`src/sdm_defines.svh`:
```
// Constants of the sensor diagnostic monitor: widths, offsets, bits, resets.
// Assumes it is included once through sdm_pkg or directly by bare name.
`ifndef SDM_DEFINES_SVH
`define SDM_DEFINES_SVH
// Widths
`define SDM_DW      16
`define SDM_CW      22
`define SDM_SYN_W   5
`define SDM_NF      10
`define SDM_NP      6
`define SDM_SETTLE_W 8
// Register offsets
`define SDM_REG_FLAGS  8'h00
`define SDM_REG_STATUS 8'h04
`define SDM_REG_MASK   8'h08
`define SDM_REG_WDOG   8'h0c
`define SDM_REG_LO     8'h10
`define SDM_REG_HI     8'h14
`define SDM_REG_FREQ   8'h18
`define SDM_REG_INJ    8'h1c
// Flag bit positions
`define SDM_F_WDOG  0
`define SDM_F_MECH  1
`define SDM_F_OMEAN 2
`define SDM_F_OOVL  3
`define SDM_F_SHORT 4
`define SDM_F_COIL2 5
`define SDM_F_COIL1 6
`define SDM_F_ESGL  7
`define SDM_F_EDBL  8
`define SDM_F_OSC   9
// Synchroniser positions of the fault pins
`define SDM_P_MECH  0
`define SDM_P_OMEAN 1
`define SDM_P_OOVL  2
`define SDM_P_SHORT 3
`define SDM_P_COIL1 4
`define SDM_P_COIL2 5
// Config slots and inject field
`define SDM_C_PER   0
`define SDM_C_LO    1
`define SDM_C_HI    2
`define SDM_INJ_SEL 25:24
// Reset values
`define SDM_MASK_RST 10'h000
`define SDM_HI_RST   16'hffff
// Timing counts
`define SDM_STARTUP_CYC 16
`define SDM_GATE_CYC    1024
`endif

```
`src/sdm_pkg.sv`:
```
// Types of the sensor diagnostic monitor.
// Assumes sdm_defines.svh is on the include path.
`include "sdm_defines.svh"
package sdm_pkg;
   typedef logic [`SDM_DW-1:0] sdm_word_t;
   typedef logic [`SDM_CW-1:0] sdm_cw_t;
   typedef enum logic {SDM_PH_SETTLE, SDM_PH_RUN} sdm_phase_t;
   typedef struct packed {
      logic [`SDM_NP-1:0]       s1;
      logic [`SDM_NP-1:0]       s2;
      sdm_phase_t               phase;
      logic [`SDM_SETTLE_W-1:0] settle;
      logic                     mech;
      logic                     short_res;
      logic                     wdog;
      logic                     ecc_dbl;
      logic [2:0][`SDM_CW-1:0]  cfg;
      sdm_word_t                wcnt;
      logic [`SDM_NF-1:0]       prev;
      logic [`SDM_NF-1:0]       status;
      logic [`SDM_NF-1:0]       mask;
      logic [31:0]              rdata;
      logic                     irq_n;
   } sdm_mon_t;
   typedef struct packed {
      logic      s1;
      logic      s2;
      logic      s3;
      sdm_word_t gate;
      sdm_word_t edges;
      sdm_word_t value;
      logic      valid;
      logic      alarm;
   } sdm_mtr_t;
endpackage : sdm_pkg
```
`src/sdm_freq_if.sv`:
```
// Link between the monitor and its oscillator frequency meter.
// Assumes both ends share one clock.
`timescale 1ns/1ps
interface sdm_freq_if;
   import sdm_pkg::*;
   sdm_word_t value;
   sdm_word_t lo;
   sdm_word_t hi;
   logic      valid;
   logic      alarm;
   modport meter (input lo, input hi, output value, output valid, output alarm);
   modport mon   (output lo, output hi, input value, input valid, input alarm);
endinterface : sdm_freq_if

```
`src/sdm_freq_meter.sv`:
```
// Transmitter oscillator frequency meter with window limit alarm.
// Assumes the oscillator is slower than half of core_clk_in.
`timescale 1ns/1ps
module sdm_freq_meter
   import sdm_pkg::*;
#(
   parameter sdm_word_t GATE_CYC = `SDM_GATE_CYC
)(
   input  wire logic core_clk_in,
   input  wire logic reset_in,
   input  wire logic core_en_in,
   input  wire logic tx_osc_in,
   sdm_freq_if.meter fq
);
   sdm_mtr_t q;
   sdm_mtr_t n;
   sdm_word_t cnt;

   ////////////////////////////////////////////////////////////////////
   // Count rising oscillator edges over a fixed gate window
   assign cnt = q.edges + sdm_word_t'(q.s2 & ~q.s3);
   always_comb
   begin
      n = q;
      n.s1 = tx_osc_in;
      n.s2 = q.s1;
      n.s3 = q.s2;
      n.valid = 1'b0;
      n.edges = cnt;
      n.gate = q.gate + 1'b1;
      if (q.gate == GATE_CYC - 1'b1)
      begin
         n.gate = '0;
         n.edges = '0;
         n.value = cnt;
         n.valid = 1'b1;
         n.alarm = (cnt < fq.lo) || (cnt > fq.hi);
      end
   end

   always_ff @(posedge core_clk_in)
   begin
      if (reset_in)
         q <= '0;
      else if (core_en_in)
         q <= n;
   end

   assign fq.value = q.value;
   assign fq.valid = q.valid;
   assign fq.alarm = q.alarm;
endmodule : sdm_freq_meter

```
`src/sdm_monitor.sv`:
```
// Diagnostic monitor: fault flags, watchdog, protected config, interrupt.
// Assumes fault pins are asynchronous levels and a one-clock register port.
//
// Functional notes
// - Running watchdog raises its event on each expiry and restarts itself.
// - Mechanical damage is watched always and latched until reset.
// - Output mean fault flag follows the mean fault pin.
// - Output overload flag follows the overload pin.
// - Coil short is sampled once after reset and held until reset.
// - Second coil failure flag follows its fault pin.
// - First coil failure flag follows its fault pin.
// - Config storage carries a check code; single corrected, double flagged.
// - Oscillator frequency is measured and readable as a count.
// - Count outside host limits raises the frequency alarm flag.
// - Static flags stay set once raised until reset.
// - Temporary flags clear when their cause has gone.
//
// The register offsets and the strobed register port are this design's own decisions.
`timescale 1ns/1ps
module sdm_monitor
   import sdm_pkg::*;
#(
   parameter sdm_word_t GATE_CYC = `SDM_GATE_CYC
)(
   input  wire logic        core_clk_in,
   input  wire logic        reset_in,
   input  wire logic        core_en_in,
   input  wire logic [7:0]  reg_addr_in,
   input  wire logic [31:0] reg_wdata_in,
   input  wire logic        reg_wr_in,
   input  wire logic        reg_rd_in,
   output logic      [31:0] reg_rdata_out,
   input  wire logic        mech_damage_in,
   input  wire logic        out_mean_fault_in,
   input  wire logic        out_overload_in,
   input  wire logic        coil_short_in,
   input  wire logic        receive_coil_first_fault_in,
   input  wire logic        receive_coil_second_fault_in,
   input  wire logic        tx_osc_in,
   output logic             select_or_interrupt_pin_n_out
);

   ////////////////////////////////////////////////////////////////////
   // Check code helpers: extended Hamming over a 16-bit word

   // Spread data over non power-of-two positions, then fix parities
   function automatic sdm_cw_t sdm_enc(input sdm_word_t d);
      sdm_cw_t                cw;
      logic [`SDM_SYN_W-1:0]  syn;
      int                     k;
      cw = '0;
      syn = '0;
      k = 0;
      for (int i = 1; i < `SDM_CW; i++)
         if ((i & (i - 1)) != 0)
         begin
            cw[i] = d[k];
            k++;
         end
      for (int i = 1; i < `SDM_CW; i++)
         if (cw[i])
            syn ^= `SDM_SYN_W'(i);
      for (int j = 0; j < `SDM_SYN_W; j++)
         cw[1 << j] = syn[j];
      cw[0] = ^cw[`SDM_CW-1:1];
      return cw;
   endfunction : sdm_enc

   // Returns {double, single, corrected data}
   function automatic logic [`SDM_DW+1:0] sdm_dec(input sdm_cw_t cw);
      logic [`SDM_SYN_W-1:0]  syn;
      logic                   par;
      logic                   dbl;
      sdm_cw_t                fx;
      sdm_word_t              d;
      int                     k;
      syn = '0;
      par = ^cw;
      fx = cw;
      d = '0;
      k = 0;
      for (int i = 1; i < `SDM_CW; i++)
         if (cw[i])
            syn ^= `SDM_SYN_W'(i);
      // A syndrome past the word means more than one bit went bad
      dbl = ((syn != '0) && !par) || (par && (syn >= `SDM_SYN_W'(`SDM_CW)));
      if (par && !dbl)
         fx[syn] = ~fx[syn];
      for (int i = 1; i < `SDM_CW; i++)
         if ((i & (i - 1)) != 0)
         begin
            d[k] = fx[i];
            k++;
         end
      return {dbl, par & ~dbl, d};
   endfunction : sdm_dec

   localparam sdm_cw_t            HI_RST_CW = sdm_enc(`SDM_HI_RST);
   localparam logic [`SDM_NF-1:0] WDOG_M    = `SDM_NF'(1) << `SDM_F_WDOG;

   ////////////////////////////////////////////////////////////////////
   // State and decoded views

   sdm_mon_t             q;
   sdm_mon_t             n;
   logic [`SDM_DW+1:0]   dec_per;
   logic [`SDM_DW+1:0]   dec_lo;
   logic [`SDM_DW+1:0]   dec_hi;
   sdm_word_t            per;
   logic                 ecc_sgl;
   logic                 ecc_dbl;
   logic                 wfire;
   logic [`SDM_NF-1:0]   flags;
   logic [`SDM_NF-1:0]   lvl;
   logic [`SDM_NF-1:0]   ev;
   logic [`SDM_NF-1:0]   clr;
   sdm_freq_if           fq ();

   assign dec_per = sdm_dec(q.cfg[`SDM_C_PER]);
   assign dec_lo  = sdm_dec(q.cfg[`SDM_C_LO]);
   assign dec_hi  = sdm_dec(q.cfg[`SDM_C_HI]);
   assign per     = dec_per[`SDM_DW-1:0];
   assign fq.lo   = dec_lo[`SDM_DW-1:0];
   assign fq.hi   = dec_hi[`SDM_DW-1:0];
   assign ecc_sgl = dec_per[`SDM_DW] | dec_lo[`SDM_DW] | dec_hi[`SDM_DW];
   assign ecc_dbl = dec_per[`SDM_DW+1] | dec_lo[`SDM_DW+1] | dec_hi[`SDM_DW+1];

   ////////////////////////////////////////////////////////////////////
   // Frequency meter

   sdm_freq_meter #(
      .GATE_CYC    (GATE_CYC)
   ) u_meter (
      .core_clk_in (core_clk_in),
      .reset_in    (reset_in),
      .core_en_in  (core_en_in),
      .tx_osc_in   (tx_osc_in),
      .fq          (fq.meter)
   );

   ////////////////////////////////////////////////////////////////////
   // Flag vector: static bits from latches, temporary bits live

   // expiry when count reaches one less than the period
   assign wfire = (per != '0) && (q.wcnt >= per - 1'b1);

   always_comb
   begin
      flags = '0;
      flags[`SDM_F_WDOG]  = q.wdog;
      flags[`SDM_F_MECH]  = q.mech;
      flags[`SDM_F_SHORT] = q.short_res;
      flags[`SDM_F_EDBL]  = q.ecc_dbl;
      flags[`SDM_F_OMEAN] = q.s2[`SDM_P_OMEAN];
      flags[`SDM_F_OOVL]  = q.s2[`SDM_P_OOVL];
      flags[`SDM_F_COIL2] = q.s2[`SDM_P_COIL2];
      flags[`SDM_F_COIL1] = q.s2[`SDM_P_COIL1];
      flags[`SDM_F_ESGL]  = ecc_sgl;
      flags[`SDM_F_OSC]   = fq.alarm;
   end

   // Watchdog latch never ends, so its cyclic events reach the pin by status only
   assign lvl = flags & ~WDOG_M;
   assign ev  = (flags & ~q.prev) | (wfire ? WDOG_M : '0);
   assign clr = (reg_wr_in && (reg_addr_in == `SDM_REG_STATUS)) ? reg_wdata_in[`SDM_NF-1:0] : '0;

   ////////////////////////////////////////////////////////////////////
   // Next state

   always_comb
   begin
      n = q;
      // Two-flop synchronisers on the fault pins
      n.s1[`SDM_P_MECH]  = mech_damage_in;
      n.s1[`SDM_P_OMEAN] = out_mean_fault_in;
      n.s1[`SDM_P_OOVL]  = out_overload_in;
      n.s1[`SDM_P_SHORT] = coil_short_in;
      n.s1[`SDM_P_COIL1] = receive_coil_first_fault_in;
      n.s1[`SDM_P_COIL2] = receive_coil_second_fault_in;
      n.s2 = q.s1;
      n.mech = q.mech | q.s2[`SDM_P_MECH];
      n.ecc_dbl = q.ecc_dbl | ecc_dbl;
      case (q.phase)
         SDM_PH_SETTLE:
         begin
            n.settle = q.settle + 1'b1;
            if (q.settle == `SDM_SETTLE_W'(`SDM_STARTUP_CYC - 1))
            begin
               n.short_res = q.s2[`SDM_P_SHORT];
               n.phase = SDM_PH_RUN;
            end
         end
         SDM_PH_RUN:
            n.settle = q.settle;
         default:
            n.phase = SDM_PH_SETTLE;
      endcase
      if (wfire || (per == '0))
         n.wcnt = '0;
      else
         n.wcnt = q.wcnt + 1'b1;
      // first expiry latches the static flag
      n.wdog = q.wdog | wfire;
      // Status: a set in the clearing cycle wins
      n.status = (q.status & ~clr) | ev;
      n.prev = flags;
      // Register writes
      if (reg_wr_in)
      begin
         if (reg_addr_in == `SDM_REG_MASK)
            n.mask = reg_wdata_in[`SDM_NF-1:0];
         else if (reg_addr_in == `SDM_REG_WDOG)
         begin
            n.cfg[`SDM_C_PER] = sdm_enc(reg_wdata_in[`SDM_DW-1:0]);
            n.wcnt = '0;
         end
         else if (reg_addr_in == `SDM_REG_LO)
            n.cfg[`SDM_C_LO] = sdm_enc(reg_wdata_in[`SDM_DW-1:0]);
         else if (reg_addr_in == `SDM_REG_HI)
            n.cfg[`SDM_C_HI] = sdm_enc(reg_wdata_in[`SDM_DW-1:0]);
         else if ((reg_addr_in == `SDM_REG_INJ) && (reg_wdata_in[`SDM_INJ_SEL] != 2'h3))
            // Test hook: flips stored bits so the check path can be exercised
            n.cfg[reg_wdata_in[`SDM_INJ_SEL]] = q.cfg[reg_wdata_in[`SDM_INJ_SEL]] ^ reg_wdata_in[`SDM_CW-1:0];
      end
      // Register reads, data valid the cycle after the strobe only
      n.rdata = '0;
      if (reg_rd_in)
      begin
         if (reg_addr_in == `SDM_REG_FLAGS)
            n.rdata = 32'(flags);
         else if (reg_addr_in == `SDM_REG_STATUS)
            n.rdata = 32'(q.status);
         else if (reg_addr_in == `SDM_REG_MASK)
            n.rdata = 32'(q.mask);
         else if (reg_addr_in == `SDM_REG_WDOG)
            n.rdata = 32'(per);
         else if (reg_addr_in == `SDM_REG_LO)
            n.rdata = 32'(fq.lo);
         else if (reg_addr_in == `SDM_REG_HI)
            n.rdata = 32'(fq.hi);
         else if (reg_addr_in == `SDM_REG_FREQ)
            n.rdata = 32'(fq.value);
         else
            n.rdata = '0;
      end
      // enabled flags or events drive the pin
      n.irq_n = ~|(q.mask & (q.status | lvl));
   end

   ////////////////////////////////////////////////////////////////////
   // State register; low enable freezes everything

   always_ff @(posedge core_clk_in)
   begin
      if (reset_in)
      begin
         q <= '0;
         q.phase <= SDM_PH_SETTLE;
         q.cfg[`SDM_C_HI] <= HI_RST_CW;
         q.mask <= `SDM_MASK_RST;
         q.irq_n <= 1'b1;
      end
      else if (core_en_in)
         q <= n;
   end

   assign reg_rdata_out = q.rdata;
   assign select_or_interrupt_pin_n_out = q.irq_n;
endmodule : sdm_monitor

```
`config.mk`:
```
export PLATFORM = sky130hd
export DESIGN_NAME = sdm_monitor
export DESIGN_NICKNAME = d
export VERILOG_FILES = /design/src/sdm_pkg.sv /design/src/sdm_freq_if.sv /design/src/sdm_freq_meter.sv /design/src/sdm_monitor.sv
export VERILOG_INCLUDE_DIRS = /design/src /design/src/src
export SDC_FILE = /design/constraint.sdc
export NUM_CORES = 1
export LEC_CHECK = 0
export BUFFER_PORTS_ARGS = -buffer_cell sky130_fd_sc_hd__buf_2
export CAP_MARGIN = 10
export CELL_PAD_IN_SITES_DETAIL_PLACEMENT = 1
export CELL_PAD_IN_SITES_GLOBAL_PLACEMENT = 1
export CORE_ASPECT_RATIO = 1.5
export CORE_MARGIN = 2
export CORE_UTILIZATION = 35
export CTS_CLUSTER_SIZE = 40
export DETAILED_ROUTE_END_ITERATION = 10
export PLACE_DENSITY = 0.75
export SYNTH_ARGS = -nofsm -noshare
export SYNTH_HDL_FRONTEND = slang
export SYNTH_SLANG_ARGS = --single-unit
export TNS_END_PERCENT = 20
```
`constraint.sdc`:
```
create_clock -name core_clk_in -period 6.65 [get_ports core_clk_in]
set_clock_uncertainty 0.1 [all_clocks]
set_input_delay 1.33 -clock core_clk_in [delete_from_list [all_inputs] [get_ports core_clk_in]]
set_output_delay 1.33 -clock core_clk_in [all_outputs]
set_load 0.01 [all_outputs]
```
==> flow_summary_export.csv, run 1 <==
group,metric,value,unit
finish,area_growth,9.87,%
global_routing,grt_pass1_vias,15400,
route,drt_iter0_drc,1036,
global_routing,grt_max_degree,71,
worst_setup_path,cp-end-kind,"flop",
cts,clock_latency,0.54,ns
sta,setup-violations-final,0,
sta,slew_violations,0,
global_routing,antenna_found_initial,1,
route,viasPerCell,5.81,
job,maxCapViolCount,0,
die,start_util,35.2,%
synthesis,async_flop_share,0,%
cts,path_clk_slew,0.07,ns
sta,relSlewSlack,25.2,%
cts,htreeDepth,1,
placement,gp_congestion,0.916,
route,routedWlPerCell,22.6,µm
worst_setup_path,crit_fanout,11,
die,dieHeight,261,µm
die,die_w,175,µm
finish,layout.nets,2041,
worst_setup_path,required,7.01,ns
placement,hpwlAfterDp,43500,µm
run_status,status,"completed",
synthesis,synth_cells,1959,
synthesis,ys_seq_area_share,26.8,%
synthesis,syn-mean-instance-area,7.85,µm²
route,drt_first_pass_iters,5,
worst_setup_path,critPathKind,"reg -> reg",
die,num_io_pins,85,
sta,fmax,160,MHz
synthesis,ys_ff_latch,206,
synthesis,synth_edf_count,0,
hold_path,min_path_type,"reg -> reg",
synthesis,ys.flop_type,"dfxtp_1",
die,dieArea,45700,µm²
route,drc,0,
sta,finalSetupTns,0,ns
synthesis,ys.warnings.count,0,
pwr,p_per_area,176,nW/µm²
synthesis,netlist_area,15400,µm²
die,core_area,43600,µm²
placement,port_buffers,60,
finish,drive_gt1_share,10.3,%
cts,clock-sinks,206,
route,wl,57100,µm
sta,rsz0062_at_grt,"no",
pwr,irDropWorstVdd,0.190,mV
global_routing,grt-ovfl-total,0,
finish,stdcell_area,16900,µm²
sta,min_period,6.24,ns
cts,clockRootBuffer,"clkbuf_16",
sta,finalHoldViolCount,0,
route,ant_nets,0,
global_routing,grt_pass1_wl,88500,µm
placement,place_area,16000,µm²
sta,worst_pin_slew,1.12,ns
route,vias,14700,
worst_setup_path,cp.arrival,6.60,ns
sta,post-route-period-util,93.8,%
cts,cts_buffers,24,
worst_setup_path,reg2reg_slack,0.41,ns
cts,cts_tree,"yes",
cts,hold_buffers,0,
global_routing,track_usage,24.6,%
worst_setup_path,startpoint_type,"flop",
cts,clockBufferDepth,3,
die,rows,94,
synthesis,synth_cell_types,86,
pwr,leakage,6.76,nW
path summary, 6_finish.rpt:
check         start       end  cells after the start
max           q[98]     q[75]                     20
max reg2reg   q[98]     q[75]                     20
min          q[161]  flags[4]                      2
min reg2reg  q[161]  flags[4]                      2
metal layers:
| metal | vias to the layer above | global-route usage [%] | part of all wire (%) |
|---|---|---|---|
| met5 | - | 0 | 0 |
| met4 | 0 | 17.8 | 7.8 |
| met3 | 157 | 3.29 | 4.3 |
| met2 | 416 | 43.8 | 49 |
| met1 | 7302 | 26.8 | 39 |
| li1 | 6820 | - | - |
registers in the layout (all words and copies together) (netlist names):
| signal | flops |
|---|---|
| flags | 8 |
| n | 6 |
| q | 123 |
| reg_rdata_out | 16 |
| select_or_interrupt_pin_n_out | 1 |
| u_meter.fq.alarm | 1 |
| u_meter.fq.value | 16 |
| u_meter.n | 2 |
| u_meter.q | 33 |
worst max-delay path: stages, from the launching register on:
cell and delay [ns]:
dfxtp_1 0.58, xnor2_2 0.18, xnor3_2 0.50, xor2_2 0.49
mux2i_1 0.40, a32oi_2 0.18, and3_1 0.30, a21oi_2 0.31
nand2_1 0.20, or3_1 0.48, nor4_4 0.35, nor2_1 0.09
ha_1 0.31, a21o_1 0.19, a21o_1 0.17, a221oi_1 0.25
o21ai_0 0.27, a211oi_1 0.29, buf_4 0.23, nand3_1 0.09
a31oi_1 0.19
cell usage in the layout, fill, tap and decap left out, drive strengths merged, types with 7 or more instances in the layout:
| cell | synthesis | final |
|---|---|---|
| a211o | 23 | 23 |
| a211oi | 35 | 35 |
| a21o | 15 | 15 |
| a21oi | 133 | 133 |
| a221oi | 7 | 7 |
| a22oi | 50 | 50 |
| a31oi | 14 | 14 |
| a32oi | 13 | 13 |
| and2 | 9 | 9 |
| and3 | 29 | 29 |
| buf | 66 | 108 |
| clkbuf | 106 | 30 |
| clkinv | 0 | 7 |
| conb | 1 | 16 |
| dfxtp | 206 | 206 |
| ha | 53 | 53 |
| inv | 28 | 29 |
| mux2i | 130 | 130 |
| nand2 | 153 | 153 |
| nand2b | 13 | 13 |
| nand3 | 54 | 54 |
| nand3b | 16 | 16 |
| nand4 | 21 | 21 |
| nor2 | 316 | 316 |
| nor2b | 16 | 16 |
| nor3 | 43 | 43 |
| nor4 | 7 | 7 |
| o21ai | 70 | 70 |
| o221ai | 10 | 10 |
| o22ai | 7 | 7 |
| o31ai | 7 | 7 |
| or2 | 7 | 7 |
| or3 | 10 | 10 |
| xnor2 | 140 | 140 |
| xnor3 | 8 | 8 |
| xor2 | 67 | 67 |
through the flow:
| stage | power (W) | instances | hold slack, ns | util, % | setup WS, ns |
|---|---|---|---|---|---|
| CTS | 0.00300 | 2526 | 0.380 | 38.6 | 0.158 |
| global route | 0.00306 | 2530 | 0.397 | 38.7 | 0.0429 |
| finish | 0.00297 | 2530 | 0.378 | 38.7 | 0.412 |
| floorplan | 0.00150 | 1974 | 0.332 | - | 1.31 |
| global placement | 0.00157 | 2483 | 0.350 | 36.7 | 0.389 |
| detailed placement | 0.00157 | 2483 | 0.358 | 36.7 | 0.191 |
synth_stat cells (all sizes together), types with 6 or more instances:
master | number | area (µm²)
nor2 | 316 | 1190
dfxtp | 206 | 4120
nand2 | 153 | 574
xnor2 | 140 | 1270
a21oi | 133 | 669
mux2i | 130 | 1300
clkbuf | 106 | 402
o21ai | 70 | 354
xor2 | 67 | 609
buf | 66 | 404
nand3 | 54 | 270
ha | 53 | 663
a22oi | 50 | 375
nor3 | 43 | 230
a211oi | 35 | 263
and3 | 29 | 181
inv | 28 | 105
a211o | 23 | 201
nand4 | 21 | 131
nand3b | 16 | 120
nor2b | 16 | 100
a21o | 15 | 113
a31oi | 14 | 87.6
a32oi | 13 | 121
nand2b | 13 | 81.3
o221ai | 10 | 87.6
or3 | 10 | 62.6
and2 | 9 | 56.3
xnor3 | 8 | 184
a221oi | 7 | 67.6
nor4 | 7 | 58.8
o22ai | 7 | 43.8
o31ai | 7 | 57.6
or2 | 7 | 43.8
a21boi | 6 | 45.0
mux2 | 6 | 67.6
o221a | 6 | 67.6
timing repair:
action                                  in CTS  in global routing
endpoints found under the setup margin       0                 16
buffers inserted                             0                  3
gates resized for setup                      0                  1
kinds of logic (layout without fill, tap and decap cells):
logic type	Yosys count	count (layout)	share of synthesized area, %
AO/OA/AOI/OAI	441	441	19.4
AND/OR/NAND/NOR	701	701	20.5
XOR/XNOR	216	216	13.6
other	1	17	0.0244
buffers and inverters	200	179	5.92
multiplexers	139	139	9.34
flip-flops	206	206	26.8
adder cells (fa/ha/maj)	55	55	4.44
report_power, final:
part / leakage (nW) / switching [W] / total (W) / internal, W
clock: 0.413 / 0.000574 / 0.00142 / 0.000848
combinational: 4.69 / 0.000197 / 0.000299 / 0.000102
sequential: 1.66 / 0.00000945 / 0.00125 / 0.00124
total: 6.76 / 0.000780 / 0.00297 / 0.00219
final cells by class:
type | instances | area [µm²]
diodes | 1 | 2.50
flip-flops and latches | 206 | 4120
clock buffers | 30 | 684
clock inverters | 13 | 156
repair buffers | 108 | 667
inverters | 28 | 105
fillers | 5225 | 26700
multi-input cells | 1568 | 10400
well taps | 576 | 721
Note: power is estimated with default switching activity, not from simulation.
==> run 2, diff against run 1 <==
--- a/config.mk
+++ b/config.mk
@@ -8,14 +8,11 @@
 export LEC_CHECK = 0
 export BUFFER_PORTS_ARGS = -buffer_cell sky130_fd_sc_hd__buf_2
 export CAP_MARGIN = 10
-export CELL_PAD_IN_SITES_DETAIL_PLACEMENT = 1
-export CELL_PAD_IN_SITES_GLOBAL_PLACEMENT = 1
 export CORE_ASPECT_RATIO = 1.5
-export CORE_MARGIN = 2
 export CORE_UTILIZATION = 35
 export CTS_CLUSTER_SIZE = 40
 export DETAILED_ROUTE_END_ITERATION = 10
-export PLACE_DENSITY = 0.75
+export PLACE_DENSITY = 0.62
 export SYNTH_ARGS = -nofsm -noshare
 export SYNTH_HDL_FRONTEND = slang
 export SYNTH_SLANG_ARGS = --single-unit
==> flow_summary_export.csv, run 2 (synthesis gave the netlist of run 1 again) <==
group,metric,value,unit
run_status,status,"completed",
finish,area_growth,9.17,%
pwr,p_per_area,175,nW/µm²
sta,rsz0062_at_grt,"no",
global_routing,track_usage,22.4,%
sta,finalHoldViolCount,0,
worst_setup_path,max_stage_delay,0.57,ns
route,drc,0,
sta,worst_pin_slew,1.09,ns
worst_setup_path,crit_fanout,11,
global_routing,grt_pass1_wl,79200,µm
worst_setup_path,worstPathCellList,"xnor2_2 > xnor3_2 > xnor2_2 > buf_4 > nand2_1 > nand3_1 > a32oi_2 > and3_1 > a21oi_2 > nand2_1 > or3_1 > nor4_4 > nor2_1 > ha_1 > a21o_1 > a21o_1 > a221oi_1 > o21ai_0 > a211oi_1 > buf_4 > nand4b_1 > a31oi_1",
route,viasPerCell,5.74,
cts,clock_latency,0.52,ns
finish,stdcell_count,2513,
worst_setup_path,critPathKind,"reg -> reg",
global_routing,grt_pass1_vias,13600,
die,start_util,35.6,%
worst_setup_path,cp.arrival,6.44,ns
route,ant_nets,0,
pwr,irDropWorstVdd,0.226,mV
global_routing,grt-ovfl-total,0,
cts,cts_buffers,23,
die,num_io_pins,85,
placement,place_area,16000,µm²
cts,clockRootBuffer,"clkbuf_16",
sta,setup_slack,0.541,ns
die,core_area,43200,µm²
worst_setup_path,startpoint_type,"flop",
placement,port_buffers,60,
cts,clockBufferDepth,3,
route,wl,51400,µm
finish,largest_reg_flops,123,
die,dieArea,44800,µm²
finish,layout.nets,2031,
placement,gp_congestion,1.02,
placement,hpwlAfterDp,38200,µm
finish,reg_top3,"q (123), u_meter.q (33)",
job,maxCapViolCount,0,
finish,drive_gt1_share,9.68,%
route,vias,14400,
cts,htreeDepth,1,
worst_setup_path,cp-end-kind,"flop",
sta,slew_violations,0,
route,routedWlPerCell,20.5,µm
cts,cts_tree,"yes",
worst_setup_path,required,6.99,ns
global_routing,grt_max_degree,97,
die,dieHeight,259,µm
hold_path,min_path_type,"reg -> reg",
sta,min_period,6.11,ns
cts,path_clk_slew,0.06,ns
sta,finalSetupTns,0,ns
global_routing,antenna_found_initial,1,
sta,setup-violations-final,0,
route,drt_first_pass_iters,7,
sta,relSlewSlack,26.7,%
finish,stdcell_area,16800,µm²
worst_setup_path,cp.buffers_inverters,2,
finish,layout_common_cells,"316 x nor2_1, 206 x dfxtp_1, 153 x nand2_1",
route,drt_iter0_drc,1140,
placement,preCtsSetupSlack,0.376,ns
sta,fmax,164,MHz
pwr,power.total,0.00294,W
placement,place_inst,2471,
finish,top_register,"q",
cts,clock-sinks,206,
die,die_w,173,µm
cts,hold_buffers,0,
worst_setup_path,cpMaxStageDelayCell,"dfxtp_1",
finish,fillers,4413,
finish,layout_commonest_cell,"nor2_1",
worst_setup_path,crit_family,"compound AO/OA/AOI/OAI gates",
pwr,leakage,6.70,nW
die,rows,93,
sta,post-route-period-util,91.9,%
==> run 2: cell types whose count changed in the layout (fill, tap and decap cells not counted), sizes merged <==
cell / delta
clkinvlp: +1
clkbuf: -1
clkinv: -3
buf: -9
bufinv: +1
==> run 2: final cells by class <==
class	instances	area [µm²]	share of cell area (%)
Inverter	28	105	0.626
Antenna cell	1	2.50	0.0149
Clock inverter	12	175	1.04
Sequential cell	206	4120	24.6
Clock buffer	29	638	3.80
Timing Repair Buffer	99	599	3.57
Multi-Input combinational cell	1568	10400	62.1
Tap cell	570	713	4.25
==> run 2: tightest hold or removal path, stage by stage, from the launching register on <==
cell and delay [ns]:
dfxtp_1 0.31, nand2_1 0.05, a21oi_1 0.05
==> run 2: metrics by stage <==
stage / util [%] / hold slack [ns]
2_1_floorplan: - / 0.332
3_3_place_gp: 37.0 / 0.345
3_5_place_dp: 37.0 / 0.351
4_1_cts: 38.9 / 0.360
5_1_grt: 38.9 / 0.392
6_report: 38.9 / 0.360
==> run 2: path summary, 6_finish.rpt <==
path,from,end,slack (ns),cells after the start
worst min-delay path,u_meter.fq.value[0],u_meter.fq.value[0],0.36,2
worst max-delay path,q[98],q[76],0.54,22
worst min register to register,u_meter.fq.value[0],u_meter.fq.value[0],0.36,2
worst max register to register,q[98],q[76],0.54,22
==> run 2: layer usage <==
metal | wire, µm | global-route usage (%) | part of all wire, %
met5 | 0 | 0 | 0
met4 | 3980 | 16.3 | 7.7
met3 | 2840 | 2.82 | 5.5
met2 | 24300 | 38.0 | 47
met1 | 20300 | 26.1 | 40
==> run 2: timing repair <==
| item | in CTS | in global routing |
|---|---|---|
| endpoints found under the setup margin | 0 | 10 |
| resized for setup | 0 | 1 |
| buffers inserted | 0 | 0 |
==> run 2: where the power goes <==
group          total (W)  switching, W  internal, W
combinational   0.000288      0.000187     0.000101
clock            0.00140      0.000561     0.000838
sequential       0.00125    0.00000885      0.00124
==> run 3, diff against run 2 <==
--- a/config.mk
+++ b/config.mk
@@ -6,7 +6,7 @@
 export SDC_FILE = /design/constraint.sdc
 export NUM_CORES = 1
 export LEC_CHECK = 0
-export BUFFER_PORTS_ARGS = -buffer_cell sky130_fd_sc_hd__buf_2
+export BUFFER_PORTS_ARGS = -buffer_cell sky130_fd_sc_hd__buf_4
 export CAP_MARGIN = 10
 export CORE_ASPECT_RATIO = 1.5
 export CORE_UTILIZATION = 35
==> flow_summary_export.csv, run 3 (synthesis gave the netlist of run 1 again) <==
group,metric,value,unit
worst_setup_path,critPathKind,"reg -> reg",
finish,layout.nets,2041,
cts,htreeDepth,1,
die,die_w,173,µm
cts,path_clk_slew,0.07,ns
placement,port_buffers,60,
finish,largest_reg_flops,123,
worst_setup_path,required,7.00,ns
sta,worst_pin_slew,1.14,ns
global_routing,grt-ovfl-total,0,
cts,clock_latency,0.54,ns
worst_setup_path,cp.arrival,6.51,ns
cts,clock-sinks,206,
route,routedWlPerCell,20.6,µm
route,ant_nets,0,
die,start_util,35.6,%
worst_setup_path,worstPathCellList,"xor2_1 > xnor3_2 > xnor2_4 > mux2i_1 > mux2i_1 > a32oi_2 > and3_1 > a21oi_2 > nand2_1 > or3_1 > nor4_4 > nor2_1 > ha_1 > a21o_1 > a21o_1 > a221oi_1 > o21ai_0 > a2111oi_2 > buf_4 > a21oi_1 > o21ai_0",
pwr,leakage,6.80,nW
placement,hpwlAfterDp,38600,µm
die,core_area,43200,µm²
global_routing,track_usage,22.7,%
finish,reg_top3,"q (123), u_meter.q (33)",
worst_setup_path,cp-end-kind,"flop",
placement,preCtsSetupSlack,0.279,ns
pwr,power.total,0.00296,W
global_routing,use_met3,3.24,%
sta,finalHoldViolCount,0,
cts,cts_tree,"yes",
cts,clockBufferDepth,3,
finish,drive_gt1_share,10.2,%
pwr,irDropWorstVdd,0.196,mV
finish,layout_common_cells,"316 x nor2_1, 206 x dfxtp_1, 153 x nand2_1",
hold_path,min_path_type,"reg -> reg",
route,wl,51900,µm
worst_setup_path,crit_fanout,14,
route,drt_iter0_drc,1011,
die,rows,93,
pwr,p_per_area,173,nW/µm²
placement,place_inst,2473,
finish,fillers,4433,
finish,top_register,"q",
placement,gp_congestion,0.944,
sta,min_period,6.17,ns
global_routing,grt_max_degree,98,
sta,slew_violations,0,
global_routing,grt.busiest_layer,"met2",
finish,stdcell_count,2522,
run_status,status,"completed",
sta,relSlewSlack,23.6,%
global_routing,antenna_found_initial,1,
worst_setup_path,max_stage_delay,0.60,ns
global_routing,grt_pass1_vias,13800,
route,vias,14400,
worst_setup_path,startpoint_type,"flop",
die,dieHeight,259,µm
global_routing,grtUsageMet2,37.9,%
finish,diodes,0,
route,drc,0,
die,num_io_pins,85,
worst_setup_path,cpMaxStageDelayCell,"dfxtp_1",
route,drt_first_pass_iters,6,
cts,clockRootBuffer,"clkbuf_16",
global_routing,grt_pass1_wl,80200,µm
route,viasPerCell,5.71,
cts,cts_buffers,23,
sta,finalSetupTns,0,ns
sta,post-route-period-util,92.7,%
finish,layout_commonest_cell,"nor2_1",
sta,fmax,162,MHz
die,dieArea,44800,µm²
sta,setup_slack,0.484,ns
sta,fin_hold_ws,0.357,ns
global_routing,grt_use_met1,25.9,%
job,maxCapViolCount,0,
finish,area_growth,10.9,%
sta,setup-violations-final,0,
run 3: changes by cell type in the layout (fill, tap and decap cells not counted), moves of 2 or more:
cell,delta
clkbuf_8,+2
buf_4,+69
buf_2,-59
xor2_1,-2
run 3: routing by layer:
layer  vias up  part of all wire (%)
li1       6839                     -
met1      6860                    40
met2       530                    46
met3       169                   5.3
met4         0                   8.7
met5         -                     0
run 3: cell type report:
class                   instances  area [µm²]  share of cell area [%]
well taps                     570         713                    4.18
repair buffers                109         822                    4.82
clock buffers                  32         669                    3.93
clock inverters                 9         154                   0.902
flip-flops and latches        206        4120                    24.2
multi-input cells            1568       10500                    61.4
inverters                      28         105                   0.616
run 3: path summary, 6_finish.rpt:
path | from | to | slack (ns) | cells after the start
setup / recovery | q[92] | q[70] | 0.48 | 21
setup reg to reg | q[92] | q[70] | 0.48 | 21
hold / removal | u_meter.fq.value[0] | u_meter.fq.value[0] | 0.36 | 2
hold reg to reg | u_meter.fq.value[0] | u_meter.fq.value[0] | 0.36 | 2
run 3: timing repair:
action / in CTS / in global routing
setup buffers: 0 / 8
resized for setup: 0 / 5
hold buffers: 0 / 0
hold endpoints to repair: 0 / 0
setup endpoints to repair: 0 / 16
run 3: power by group:
part | internal [W] | leakage (nW) | switching (W)
Sequential | 0.00124 | 1.66 | 0.00000880
Combinational | 0.000108 | 4.74 | 0.000190
Clock | 0.000858 | 0.399 | 0.000548
Total | 0.00221 | 6.80 | 0.000747
run 3: critical path: cells and delay by family (launching register included):
kind / cells / cell delay (ns)
AO/OA/AOI/OAI: 9 / 1.89
XOR/XNOR: 3 / 1.12
adder cells (fa/ha/maj): 1 / 0.29
buffers and inverters: 1 / 0.26
flip-flops: 1 / 0.60
multiplexers: 2 / 0.43
AND/OR/NAND/NOR: 5 / 1.39
run 3: through the flow:
| stage | util, % | cell area [µm²] |
|---|---|---|
| 3_3_place_gp | 37.4 | 16100 |
| 3_5_place_dp | 37.4 | 16100 |
| 6_report | 39.5 | 17100 |
| 4_1_cts | 39.3 | 16900 |
| 5_1_grt | 39.5 | 17100 |
| 2_1_floorplan | - | 15400 |
